File: src/include/sbrg_pkg.sv
package sbrg_pkg;
  // register offsets on the plain register port
  localparam logic [2:0] SBRG_OFF_DIV_LOW  = 3'h0;
  localparam logic [2:0] SBRG_OFF_DIV_HIGH = 3'h1;
  localparam logic [2:0] SBRG_OFF_BAUD_CTL = 3'h2;
  localparam logic [2:0] SBRG_OFF_TX_STAT  = 3'h3;
  localparam logic [2:0] SBRG_OFF_RX_STAT  = 3'h4;
  // field positions
  localparam int SBRG_BIT_RX_IDLE   = 6;  // baud_control, read only
  localparam int SBRG_BIT_WIDE      = 3;  // baud_control
  localparam int SBRG_BIT_SYNC_MODE = 4;  // transmit_status_control
  localparam int SBRG_BIT_HIGH_SPD  = 2;  // transmit_status_control
  // writable mask: unimplemented baud_control bits read as zero; the status registers keep every written bit
  localparam logic [7:0] SBRG_BAUD_CTL_WMASK = 8'h1b;
  localparam logic [7:0] SBRG_RST_BYTE       = 8'h00;
  // prescale terminal counts: divide by 64, 16 and 4
  localparam logic [5:0] SBRG_PRE_64 = 6'h3f;
  localparam logic [5:0] SBRG_PRE_16 = 6'h0f;
  localparam logic [5:0] SBRG_PRE_4  = 6'h03;
endpackage : sbrg_pkg

File: src/include/sbrg_cfg_if.sv
`timescale 1ns/100ps
`default_nettype none
// configuration passed from the register file to the rate counter
interface sbrg_cfg_if;
  logic [15:0] divisor;
  logic [5:0]  pre_tc;
  logic        wide;
  logic        restart;
  modport regs (output divisor, output pre_tc, output wide, output restart);
  modport timer (input divisor, input pre_tc, input wide, input restart);
endinterface : sbrg_cfg_if
`default_nettype wire

File: src/design/sbrg_timer.sv
`timescale 1ns/100ps
`default_nettype none
// free-running divider: prescale stage then divisor counter
module sbrg_timer
  import sbrg_pkg::*;
(
  input  wire logic   core_clk_i,
  input  wire logic   sys_rst_i,
  sbrg_cfg_if.timer   cfg,
  output logic        tick_o
);
  logic [5:0]  pre_r,  pre_nxt;
  logic [15:0] cnt_r,  cnt_nxt;
  logic        tick_r, tick_nxt;
  logic [15:0] limit;

  // 8-bit counting uses only the low divisor byte
  assign limit = cfg.wide ? cfg.divisor : {8'h00, cfg.divisor[7:0]};

  // count up freely; a divisor write restarts from zero at once
  always_comb begin
    pre_nxt  = pre_r + 6'h01;
    cnt_nxt  = cnt_r;
    tick_nxt = 1'b0;
    if (cfg.restart) begin
      pre_nxt = 6'h00;
      cnt_nxt = 16'h0000;
    end else if (pre_r >= cfg.pre_tc) begin
      pre_nxt = 6'h00;
      if (cnt_r >= limit) begin
        cnt_nxt  = 16'h0000;
        tick_nxt = 1'b1;
      end else begin
        cnt_nxt = cnt_r + 16'h0001;
      end
    end
  end

  always_ff @(posedge core_clk_i) begin
    if (sys_rst_i) begin
      pre_r  <= 6'h00;
      cnt_r  <= 16'h0000;
      tick_r <= 1'b0;
    end else begin
      pre_r  <= pre_nxt;
      cnt_r  <= cnt_nxt;
      tick_r <= tick_nxt;
    end
  end
  assign tick_o = tick_r;

  // a restart always pulls the counters to zero
  a_restart_clears: assert property (@(posedge core_clk_i) disable iff (sys_rst_i)
    cfg.restart |=> (cnt_r == 16'h0000) && (pre_r == 6'h00) && !tick_r) else $error("restart did not clear");
  // a tick marks the wrap of both stages, so both stand at zero beside it
  a_tick_at_limit: assert property (@(posedge core_clk_i) disable iff (sys_rst_i)
    tick_r |-> (cnt_r == 16'h0000) && (pre_r == 6'h00)) else $error("tick off the wrap");
  // the shortest period is four clocks, so no tick follows another within three
  a_tick_spacing: assert property (@(posedge core_clk_i) disable iff (sys_rst_i)
    tick_r |=> (!tick_r) [*3]) else $error("ticks too close");
endmodule : sbrg_timer
`default_nettype wire

File: src/design/sbrg_top.sv
// Added by the designer: strobed register access and the register offsets.
`timescale 1ns/100ps
`default_nettype none
// Function
// - one dedicated rate timer counts in 8 or 16 bits for async and sync serial use.
// - after reset it counts in 8 bits; setting the wide-divider select switches to 16 bits.
// - the timer runs freely with period set by divisor n from the high and low bytes.
// - async divides by 64(n+1) with both bits clear and 16(n+1) with wide set, high-speed clear.
// - sync ignores high-speed and divides by 4(n+1) in either width.
// - any write to either divisor byte clears the timer at once.
module sbrg_top
  import sbrg_pkg::*;
(
  input  wire logic       core_clk_i,
  input  wire logic       sys_rst_i,
  input  wire logic [2:0] addr_i,
  input  wire logic [7:0] wdata_i,
  input  wire logic       wr_i,
  input  wire logic       rd_i,
  input  wire logic       rx_idle_i,
  output logic      [7:0] rdata_o,
  output logic            tick_o,
  output logic            sync_mode_o
);
  logic [7:0] div_low_r,  div_low_nxt;
  logic [7:0] div_high_r, div_high_nxt;
  logic [7:0] baud_ctl_r, baud_ctl_nxt;
  logic [7:0] tx_stat_r,  tx_stat_nxt;
  logic [7:0] rx_stat_r,  rx_stat_nxt;
  logic [7:0] rdata_r,    rdata_nxt;
  logic       idle_m_r,   idle_r;
  logic       wide, high_spd, sync_m;
  logic [5:0] pre_sel;
  logic [23:0] gap_r,      gap_nxt;
  logic        gap_ok_r,   gap_ok_nxt;
  logic [23:0] want_per;

  sbrg_cfg_if cfg_bus ();

  // prescale choice from mode bits
  function automatic logic [5:0] sbrg_pre(input logic s, input logic w, input logic h);
    if (s)
      sbrg_pre = SBRG_PRE_4;
    else if (!w && !h)
      sbrg_pre = SBRG_PRE_64;
    else if (w && h)
      sbrg_pre = SBRG_PRE_4;
    else
      sbrg_pre = SBRG_PRE_16;
  endfunction : sbrg_pre

  // bit period in clocks straight from the rate formulas, kept apart from
  // sbrg_pre so the period check does not just echo the prescale choice
  function automatic logic [23:0] sbrg_period(input logic        s,
                                              input logic        w,
                                              input logic        h,
                                              input logic [15:0] d);
    logic [23:0] n_plus;
    logic [23:0] mult;
    // 8-bit counting sees only the low byte of n
    if (w) begin
      n_plus = {8'h00, d} + 24'h000001;
    end else begin
      n_plus = {16'h0000, d[7:0]} + 24'h000001;
    end
    // sync ignores the high-speed bit; async picks from both selects
    if (s) begin
      mult = {18'h00000, SBRG_PRE_4} + 24'h000001;
    end else if (w) begin
      mult = h ? {18'h00000, SBRG_PRE_4} + 24'h000001 : {18'h00000, SBRG_PRE_16} + 24'h000001;
    end else begin
      mult = h ? {18'h00000, SBRG_PRE_16} + 24'h000001 : {18'h00000, SBRG_PRE_64} + 24'h000001;
    end
    sbrg_period = n_plus * mult;
  endfunction : sbrg_period

  // idle flag arrives from the receiver pin domain
  always_ff @(posedge core_clk_i) begin
    if (sys_rst_i) begin
      idle_m_r <= 1'b1;
      idle_r   <= 1'b1;
    end else begin
      idle_m_r <= rx_idle_i;
      idle_r   <= idle_m_r;
    end
  end

  // register writes and read data
  always_comb begin
    div_low_nxt  = div_low_r;
    div_high_nxt = div_high_r;
    baud_ctl_nxt = baud_ctl_r;
    tx_stat_nxt  = tx_stat_r;
    rx_stat_nxt  = rx_stat_r;
    rdata_nxt    = 8'h00;
    if (wr_i) begin
      unique case (addr_i)
        SBRG_OFF_DIV_LOW:  div_low_nxt  = wdata_i;
        SBRG_OFF_DIV_HIGH: div_high_nxt = wdata_i;
        SBRG_OFF_BAUD_CTL: baud_ctl_nxt = wdata_i & SBRG_BAUD_CTL_WMASK;
        SBRG_OFF_TX_STAT:  tx_stat_nxt  = wdata_i;
        SBRG_OFF_RX_STAT:  rx_stat_nxt  = wdata_i;
        default:           ;
      endcase
    end
    if (rd_i) begin
      unique case (addr_i)
        SBRG_OFF_DIV_LOW:  rdata_nxt = div_low_r;
        SBRG_OFF_DIV_HIGH: rdata_nxt = div_high_r;
        SBRG_OFF_BAUD_CTL: begin
          rdata_nxt = baud_ctl_r;
          rdata_nxt[SBRG_BIT_RX_IDLE] = idle_r; // live receiver status
        end
        SBRG_OFF_TX_STAT:  rdata_nxt = tx_stat_r;
        SBRG_OFF_RX_STAT:  rdata_nxt = rx_stat_r;
        default:           rdata_nxt = 8'h00; // unmapped reads zero
      endcase
    end
  end

  always_ff @(posedge core_clk_i) begin
    if (sys_rst_i) begin
      div_low_r  <= SBRG_RST_BYTE;
      div_high_r <= SBRG_RST_BYTE;
      baud_ctl_r <= SBRG_RST_BYTE;
      tx_stat_r  <= SBRG_RST_BYTE;
      rx_stat_r  <= SBRG_RST_BYTE;
      rdata_r    <= 8'h00;
    end else begin
      div_low_r  <= div_low_nxt;
      div_high_r <= div_high_nxt;
      baud_ctl_r <= baud_ctl_nxt;
      tx_stat_r  <= tx_stat_nxt;
      rx_stat_r  <= rx_stat_nxt;
      rdata_r    <= rdata_nxt;
    end
  end
  assign rdata_o = rdata_r;

  // mode decode feeding the shared counter
  assign wide     = baud_ctl_r[SBRG_BIT_WIDE];
  assign high_spd = tx_stat_r[SBRG_BIT_HIGH_SPD];
  assign sync_m   = tx_stat_r[SBRG_BIT_SYNC_MODE];
  assign pre_sel  = sbrg_pre(sync_m, wide, high_spd);
  assign sync_mode_o = sync_m;

  // restart fires in the write cycle so the new divisor starts clean;
  // the divisor change lands at the same edge as the clear
  assign cfg_bus.divisor = {div_high_r, div_low_r};
  assign cfg_bus.pre_tc  = pre_sel;
  assign cfg_bus.wide    = wide;
  assign cfg_bus.restart = wr_i && (addr_i == SBRG_OFF_DIV_LOW || addr_i == SBRG_OFF_DIV_HIGH);

  sbrg_timer u_timer (
    .core_clk_i (core_clk_i),
    .sys_rst_i  (sys_rst_i),
    .cfg        (cfg_bus.timer),
    .tick_o     (tick_o)
  );

  // helper for a_period_match: clocks since the last tick, and whether any
  // register write fell inside that stretch, since a write may move the period
  always_comb begin
    gap_nxt    = gap_r + 24'h000001;
    gap_ok_nxt = gap_ok_r && !wr_i;
    if (tick_o) begin
      gap_nxt    = 24'h000001;
      gap_ok_nxt = !wr_i;
    end
  end

  always_ff @(posedge core_clk_i) begin
    if (sys_rst_i) begin
      gap_r    <= 24'h000000;
      gap_ok_r <= 1'b0; // the first period after reset is not measured
    end else begin
      gap_r    <= gap_nxt;
      gap_ok_r <= gap_ok_nxt;
    end
  end
  assign want_per = sbrg_period(sync_m, wide, high_spd, cfg_bus.divisor);

  // sync mode always uses the divide-by-4 prescale
  a_sync_div_four: assert property (@(posedge core_clk_i) disable iff (sys_rst_i)
    sync_m |-> (pre_sel == SBRG_PRE_4)) else $error("sync prescale wrong");
  // async slow mode uses divide-by-64
  a_async_slow_div: assert property (@(posedge core_clk_i) disable iff (sys_rst_i)
    (!sync_m && !wide && !high_spd) |-> (pre_sel == SBRG_PRE_64)) else $error("async 64 wrong");
  // async wide or high-speed alone uses divide-by-16
  a_async_mid_div: assert property (@(posedge core_clk_i) disable iff (sys_rst_i)
    (!sync_m && (wide != high_spd)) |-> (pre_sel == SBRG_PRE_16)) else $error("async 16 wrong");
  // async wide and high-speed uses divide-by-4
  a_async_fast_div: assert property (@(posedge core_clk_i) disable iff (sys_rst_i)
    (!sync_m && wide && high_spd) |-> (pre_sel == SBRG_PRE_4)) else $error("async 4 wrong");
  // a high divisor byte write is stored and, as a restart, gives no tick in the next cycle
  a_div_write_restart: assert property (@(posedge core_clk_i) disable iff (sys_rst_i)
    (wr_i && addr_i == SBRG_OFF_DIV_HIGH) |=> (cfg_bus.divisor[15:8] == $past(wdata_i)) && !tick_o)
    else $error("divisor write lost");
  // wide bit follows a write to the baud control register
  a_wide_follows: assert property (@(posedge core_clk_i) disable iff (sys_rst_i)
    (wr_i && addr_i == SBRG_OFF_BAUD_CTL) |=> (wide == $past(wdata_i[SBRG_BIT_WIDE])))
    else $error("wide select not stored");
  // with no write since the last tick, tick spacing is the bit period of the formulas
  a_period_match: assert property (@(posedge core_clk_i) disable iff (sys_rst_i)
    (tick_o && gap_ok_r) |-> (gap_r == want_per)) else $error("bit period wrong");
  // leaving reset the timer is in 8-bit async mode with a zero divisor
  a_reset_narrow: assert property (@(posedge core_clk_i) disable iff (sys_rst_i)
    $fell(sys_rst_i) |-> !wide && !sync_m && !high_spd && (cfg_bus.divisor == {SBRG_RST_BYTE, SBRG_RST_BYTE}))
    else $error("reset mode wrong");
  // the second idle synchroniser stage takes the first stage's value one clock later
  a_idle_two_stage: assert property (@(posedge core_clk_i) disable iff (sys_rst_i)
    !$past(sys_rst_i) |-> (idle_r == $past(idle_m_r))) else $error("idle sync skipped a stage");
  // read data stand only in the cycle after a read strobe
  a_rdata_quiet: assert property (@(posedge core_clk_i) disable iff (sys_rst_i)
    !rd_i |=> (rdata_o == 8'h00)) else $error("read data outside read");
endmodule : sbrg_top
`default_nettype wire

File: config.mk
export PLATFORM = sky130hd
export DESIGN_NAME = sbrg_top
export DESIGN_NICKNAME = d
export VERILOG_FILES = /design/src/include/sbrg_pkg.sv /design/src/include/sbrg_cfg_if.sv /design/src/design/sbrg_timer.sv /design/src/design/sbrg_top.sv
export SDC_FILE = /design/constraint.sdc
export NUM_CORES = 1
export LEC_CHECK = 0
export BUFFER_PORTS_ARGS = -buffer_cell sky130_fd_sc_hd__buf_4
export CORE_MARGIN = 5
export CORE_UTILIZATION = 25
export CTS_BUF_LIST = sky130_fd_sc_hd__clkbuf_2 sky130_fd_sc_hd__clkbuf_4 sky130_fd_sc_hd__clkbuf_8
export DETAILED_ROUTE_END_ITERATION = 16
export REMOVE_ABC_BUFFERS = 1
export SETUP_SLACK_MARGIN = 0.1
export SLEW_MARGIN = 20
export SYNTH_ARGS = -nofsm -noshare
export SYNTH_HDL_FRONTEND = slang
export SYNTH_HIERARCHICAL = 1
export SYNTH_SLANG_ARGS = --single-unit
File: constraint.sdc
create_clock -name core_clk_i -period 2.3 [get_ports core_clk_i]
set_clock_uncertainty 0.1 [all_clocks]
set_input_delay 0.345 -clock core_clk_i [delete_from_list [all_inputs] [get_ports core_clk_i]]
set_output_delay 0.345 -clock core_clk_i [all_outputs]
set_load 0.05 [all_outputs]
=== Word level (Yosys, flattened, before mapping) ===
Index checks and enable logic that the tools add are counted.

* Magnitude comparators: 2
* Bitwise gates (word level): 2
* Muxes and demuxes: 7
* Reductions and logical operators: 16
* $add $sub $neg: 2
* Eq/ne operators: 4

{| class="wikitable"
|+ Operators by type and width
! kind !! number
|-
| one-hot mux 8 bit (5 select lines) || 1
|-
| 2-to-1 mux 16 bit || 2
|-
| adder 16 x 1 -> 16 bit (second input constant) || 1
|-
| >= comparator 16 bit || 1
|-
| 2-to-1 mux 6 bit || 2
|-
| AND reduction 2 bit || 5
|-
| adder 6 x 1 -> 6 bit (second input constant) || 1
|-
| == test 3 x 2 -> 1 bit (second input constant) || 2
|-
| >= comparator 6 bit || 1
|-
| OR reduction 3 bit || 2
|-
| 2-to-1 mux 4 bit || 1
|-
| OR reduction 2 bit || 2
|-
| == test 3 x 1 -> 1 bit (second input constant) || 1
|-
| == test 3 bit (second input constant) || 1
|-
| logical AND 1 bit || 3
|-
| zero test 3 bit || 1
|-
| zero test 1 bit || 2
|-
| NOT 1 bit || 2
|-
| logical OR 1 bit || 1
|-
| 2-to-1 mux 1 bit || 1
|}

* Logic and storage cells: 44
* Bits in registers: 69
* Output and inout bits: 10
* Input port bits: 16

=== Longest topological paths before layout ===
* Depth in word-level cells: 7
* Gate-level depth with buffers: 9
* Gate-level depth less buffers: 7

=== By module ===
Netlist, hierarchy kept.

{| class="wikitable"
|+ By module, submodules not included
! module !! times used !! sequential area each (µm²) !! cells each !! area an instance (µm²)
|-
| sbrg_top || 1 || 920.9 || 216 || 2,006.9
|-
| sbrg_timer || 1 || 460.4 || 194 || 1,574.0
|}

=== Worst setup path after synthesis ===
Ideal clock, no wire load.

* Path type: flip-flop to flip-flop
* Start: register tx_stat_r[4]
* End: register u_timer.cnt_r[10]
* Arrival: 2.256 ns
* Setup slack: -0.125 ns
* Cell stages (with the launch flop): 9
* Period minus slack after synthesis: 2.425 ns
* Library setup time: 0.070 ns
* Buffers on the path: 1
* Cells stage by stage: dfxtp_1 > nor3_1 > inv_1 > ha_1 > nand4_1 > o221a_4 > buf_6 > or4_1 > a21oi_1

* Cells in the longest elaborated chain, start to end: 2

{| class="wikitable"
|+ Ends and longest elaborated chain
! what !! RTL line !! RTL
|-
| start: declaration || sbrg_top.sv:28 || <nowiki>logic [7:0] tx_stat_r, tx_stat_nxt;</nowiki>
|-
| start signal: assignment || sbrg_top.sv:133 || <nowiki>tx_stat_r <= tx_stat_nxt;</nowiki>
|-
| 2-to-1 mux 6 bit || sbrg_top.sv:42 || <nowiki>if (s)</nowiki>
|-
| named net cfg_bus.pre_tc[4] || sbrg_cfg_if.sv:6 || <nowiki>logic [5:0] pre_tc;</nowiki>
|-
| >= comparator 6 bit || sbrg_timer.sv:28 || <nowiki>end else if (pre_r >= cfg.pre_tc) begin</nowiki>
|-
| end signal: assignment || sbrg_timer.sv:46 || <nowiki>cnt_r <= cnt_nxt;</nowiki>
|-
| end: declaration || sbrg_timer.sv:13 || <nowiki>logic [15:0] cnt_r, cnt_nxt;</nowiki>
|}

The timed path passes the listed nets, and every way through them passes these cells.
A chain may end at the register's enable or synchronous reset.

=== Worst setup path in the final report ===
* Start: register baud_ctl_r[3]
* End: register u_timer.cnt_r[13]

* Cells in the longest elaborated chain, start to end: 5
* Elaborated cells between the ends (all ways): 10
* Classes of those cells: order compare (2); mux (5); reduce/logical (3)

{| class="wikitable"
|+ Ends and longest elaborated chain
! what !! RTL line !! RTL
|-
| start: declaration || sbrg_top.sv:27 || <nowiki>logic [7:0] baud_ctl_r, baud_ctl_nxt;</nowiki>
|-
| start signal: assignment || sbrg_top.sv:132 || <nowiki>baud_ctl_r <= baud_ctl_nxt;</nowiki>
|-
| logical AND 1 bit or zero test 1 bit (tied branches) || sbrg_top.sv:46, sbrg_top.sv:44 ||
|-
| 2-to-1 mux 4 bit or logical AND 1 bit (tied branches) || sbrg_top.sv:46, sbrg_top.sv:44 ||
|-
| 2-to-1 mux 6 bit (*) || sbrg_top.sv:44 || <nowiki>else if (!w && !h)</nowiki>
|-
| 2-to-1 mux 6 bit (*) || sbrg_top.sv:42 ||
|-
| named net cfg_bus.pre_tc[2] || sbrg_cfg_if.sv:6 ||
|-
| >= comparator 6 bit (*) || sbrg_timer.sv:28 ||
|}

Mark *: on every way through the listed nets, which the timed path passes. The rest lies on a longest branch.

==> impl_metrics.json <==
{
  "outcome": "finished with violations",
  "violations": "setup timing",
  "holdWs_ns": 0.0683,
  "htreeDepth": 3,
  "min_path_type": "input port to register",
  "rsz0062_at_grt": "yes",
  "start_kind": "register",
  "port_buffers": 25,
  "p_sw_share_pct": 28.0,
  "cap_violations": 0,
  "root_buffer": "clkbuf_8",
  "multi_input_area_um2": 2220,
  "p_leak_nw": 1.56,
  "synthArstFlopShare_pct": 0,
  "final.period_utilization_pct": 105,
  "grt_overflow_total": 0,
  "crit_path_frequent_cell": "a21oi_2",
  "synth_flop_cell": "dfxtp_1",
  "finalSetupViolCount": 15,
  "drtAntennaViolNets": 0,
  "finalNetCount": 480,
  "seq_area_frac_synth_pct": 38.6,
  "core_um2": 14000,
  "critPathTopFamily": "simple AND/OR/NAND/NOR gates",
  "fin_area_um2": 4380,
  "gp_congestion": 0.833,
  "cts_tree": "yes",
  "wl_um": 9190,
  "die_w_um": 130,
  "grt_max_degree": 44,
  "clock.fmax_mhz": 415,
  "vias": 3062,
  "crit_slowest_cell": "or4_4",
  "ir_drop_uv": 271,
  "cp_data_required_time_ns": 2.48,
  "cts_buffers": 9,
  "min_period_ns": 2.41,
  "worstMarginPinSlew_ns": 0.549,
  "syn_area_per_cell_um2": 8.73,
  "cp_max_fo": 8,
  "fillers": 1470,
  "power.density_nw_per_um2": 538,
  "die-area_um2": 16800,
  "net-switching-power_mw": 0.661,
  "power_frac_clock_pct": 39.3,
  "clk_latency_ns": 0.35,
  "pwr-share-comb_pct": 8.6,
  "final-seq-area_um2": 1390,
  "dpl_worst_slack_ns": -0.0583,
  "drcViolationCount": 0,
  "diodes": 0,
  "grt_usage_pct": 10.7,
  "path_buf_inv": 1,
  "pwr-share-seq_pct": 52.1,
  "dp_hpwl_um": 6230,
  "place_area_um2": 3960,
  "synth-seq-cells": 69,
  "path_class": "register to register",
  "maxSlewViolCount": 0,
  "layout-area-overhead-vs-synth_pct": 22.4,
  "max_stage_delay_ns": 0.49,
  "synth.distinct_cells": 48,
  "synthCells": 410,
  "hold_viol": 0,
  "setup_ws_ns": -0.109,
  "clk_pin_slew_ns": 0.09,
  "cts_sinks": 69,
  "drt-wirelength-per-cell_um": 14.7,
  "drt_pass1_iterations": 4,
  "synth-edff-count": 0,
  "antenna_found_initial": 0,
  "cp-end-kind": "register",
  "drt-vias-per-instance": 4.90,
  "start_util_pct": 25.6,
  "utilization_pct": 31.3,
  "clockBufferDepth": 2,
  "syn_area_um2": 3580,
  "path_cells": "a21oi_2 -> inv_1 -> ha_1 -> nand4_1 -> o221a_4 -> or4_4 -> a21oi_2",
  "arrival_ns": 2.59,
  "internal-power_mw": 1.70,
  "relSlewSlack_pct": 63.4,
  "yosysWarnings": 6,
  "grt_pass1_vias": 2953,
  "drt_iter0_markers": 81,
  "timing.setup.tns_ns": -0.724,
  "io_pins": 26,
  "grt_pass1_wl_um": 14500,
  "die_h_um": 130,
  "drive_gt1_share_pct": 23.6,
  "std_cell_rows": 43
}
## cells in the final DEF (no fill, tap or decap), types with 6 or more instances in the layout
master | netlist | routed
nor2_1 | 38 | 37
inv_1 | 17 | 15
ha_1 | 24 | 22
dfxtp_1 | 69 | 68
mux2i_1 | 25 | 25
a21oi_2 | 0 | 14
nand3_1 | 9 | 9
nand3b_1 | 13 | 13
a21oi_1 | 48 | 34
or4_4 | 0 | 6
nand4_1 | 8 | 8
nand2_1 | 52 | 52
clkbuf_8 | 0 | 9
o21ai_0 | 9 | 8
buf_4 | 2 | 36
o31ai_1 | 9 | 7
## logic make-up after synthesis
group           count (synthesis)  share of synthesized area (%)
simple gates                  161                           23.6
compound gates                 80                           13.9
flops                          69                           38.6
buf+inv                        40                           5.62
mux                            30                           8.56
fa+ha+maj                      24                           8.39
xor+xnor                        5                           1.22
other cells                     1                          0.105
## per-layer routing
metal / part of all wire (%) / vias up / track usage, %
met5: 0 / - / 0
met4: 1.8 / 0 / 3.00
met3: 3.0 / 15 / 2.39
met2: 49 / 63 / 17.8
met1: 46 / 1458 / 13.9
li1: - / 1526 / -
## sequential cells by signal (all words and copies together), names as in the netlist
name and count:
tx_stat_r 8, u_timer/cnt_r 16, div_low_r 8, baud_ctl_r 4, div_high_r 8, rdata_o 8, u_timer/tick_o 1, idle_r 1
rx_stat_r 8, idle_m_r 1, u_timer/pre_r 6
## synthesized netlist by cell type, types with 4 or more instances
cell | instances | area, µm²
dfxtp_1 | 69 | 1380
o21ai_0 | 9 | 45.0
nor2_1 | 38 | 143
buf_2 | 7 | 35.0
ha_1 | 24 | 300
clkbuf_1 | 9 | 33.8
mux2i_1 | 25 | 250
or4_1 | 9 | 67.6
mux2_2 | 5 | 56.3
nand2_1 | 52 | 195
a21oi_1 | 48 | 240
o31a_1 | 4 | 35.0
inv_1 | 17 | 63.8
nand3_1 | 9 | 45.0
nand4_1 | 8 | 50.1
or3_1 | 6 | 37.5
nand3b_1 | 13 | 97.6
nor3b_1 | 4 | 30.0
o31ai_1 | 9 | 67.6
## path summary, 6_finish.rpt
| path | from | end | slack (ns) | cells past startpoint |
|---|---|---|---|---|
| hold reg to reg | idle_m_r$_SDFF_PP1_ | idle_r$_SDFF_PP1_ | 0.32 | 1 |
| hold / removal | rx_idle_i | idle_m_r$_SDFF_PP1_ | 0.07 | 2 |
| setup / recovery | baud_ctl_r[3]$_SDFFE_PP0P_ | u_timer/cnt_r[13]$_SDFFE_PP0P_ | -0.11 | 7 |
| setup reg to reg | baud_ctl_r[3]$_SDFFE_PP0P_ | u_timer/cnt_r[13]$_SDFFE_PP0P_ | -0.11 | 7 |
## metrics by stage
stage          instances  power (mW)
2_1_floorplan        388        1.34
3_3_place_gp         603        1.44
3_5_place_dp         603        1.44
4_1_cts              619        2.37
5_1_grt              625        2.46
6_report             625        2.36
## area by class of cell
class                      instances  area share (%)
sequential                        69            31.6
timing repair buffer              39            7.00
tap                              180            5.14
multi-input combinational        304            50.7
inverter                          17            1.46
clock buffer                       9            2.83
clock inverter                     7            1.28
## worst register-to-register path, delay by kind of cell, from the launching register on
kind                       cells  cell delay [ns]
AOI/OAI and AO/OA              3             0.72
adders and majority gates      1             0.32
buffers and inverters          1             0.06
DFF                            1             0.38
and+or+nand+nor                2             0.77
## what timing repair did
item | CTS | global route
endpoints found under the setup margin | 17 | 17
endpoints found under the hold margin | 0 | 0
hold buffers | 0 | 0
gates cloned | 0 | 3
pin swaps | 0 | 28
setup buffers | 0 | 3
gates resized for setup | 3 | 39
## power groups by stage
stage | clock network [mW] | logic, mW | registers, mW
2_1_floorplan | 0 | 0.0896 | 1.26
3_3_place_gp | 0 | 0.185 | 1.26
3_5_place_dp | 0 | 0.188 | 1.26
4_1_cts | 0.950 | 0.189 | 1.23
5_1_grt | 1.01 | 0.223 | 1.23
6_report | 0.927 | 0.204 | 1.23
Note: power is estimated with default switching activity, not from simulation.
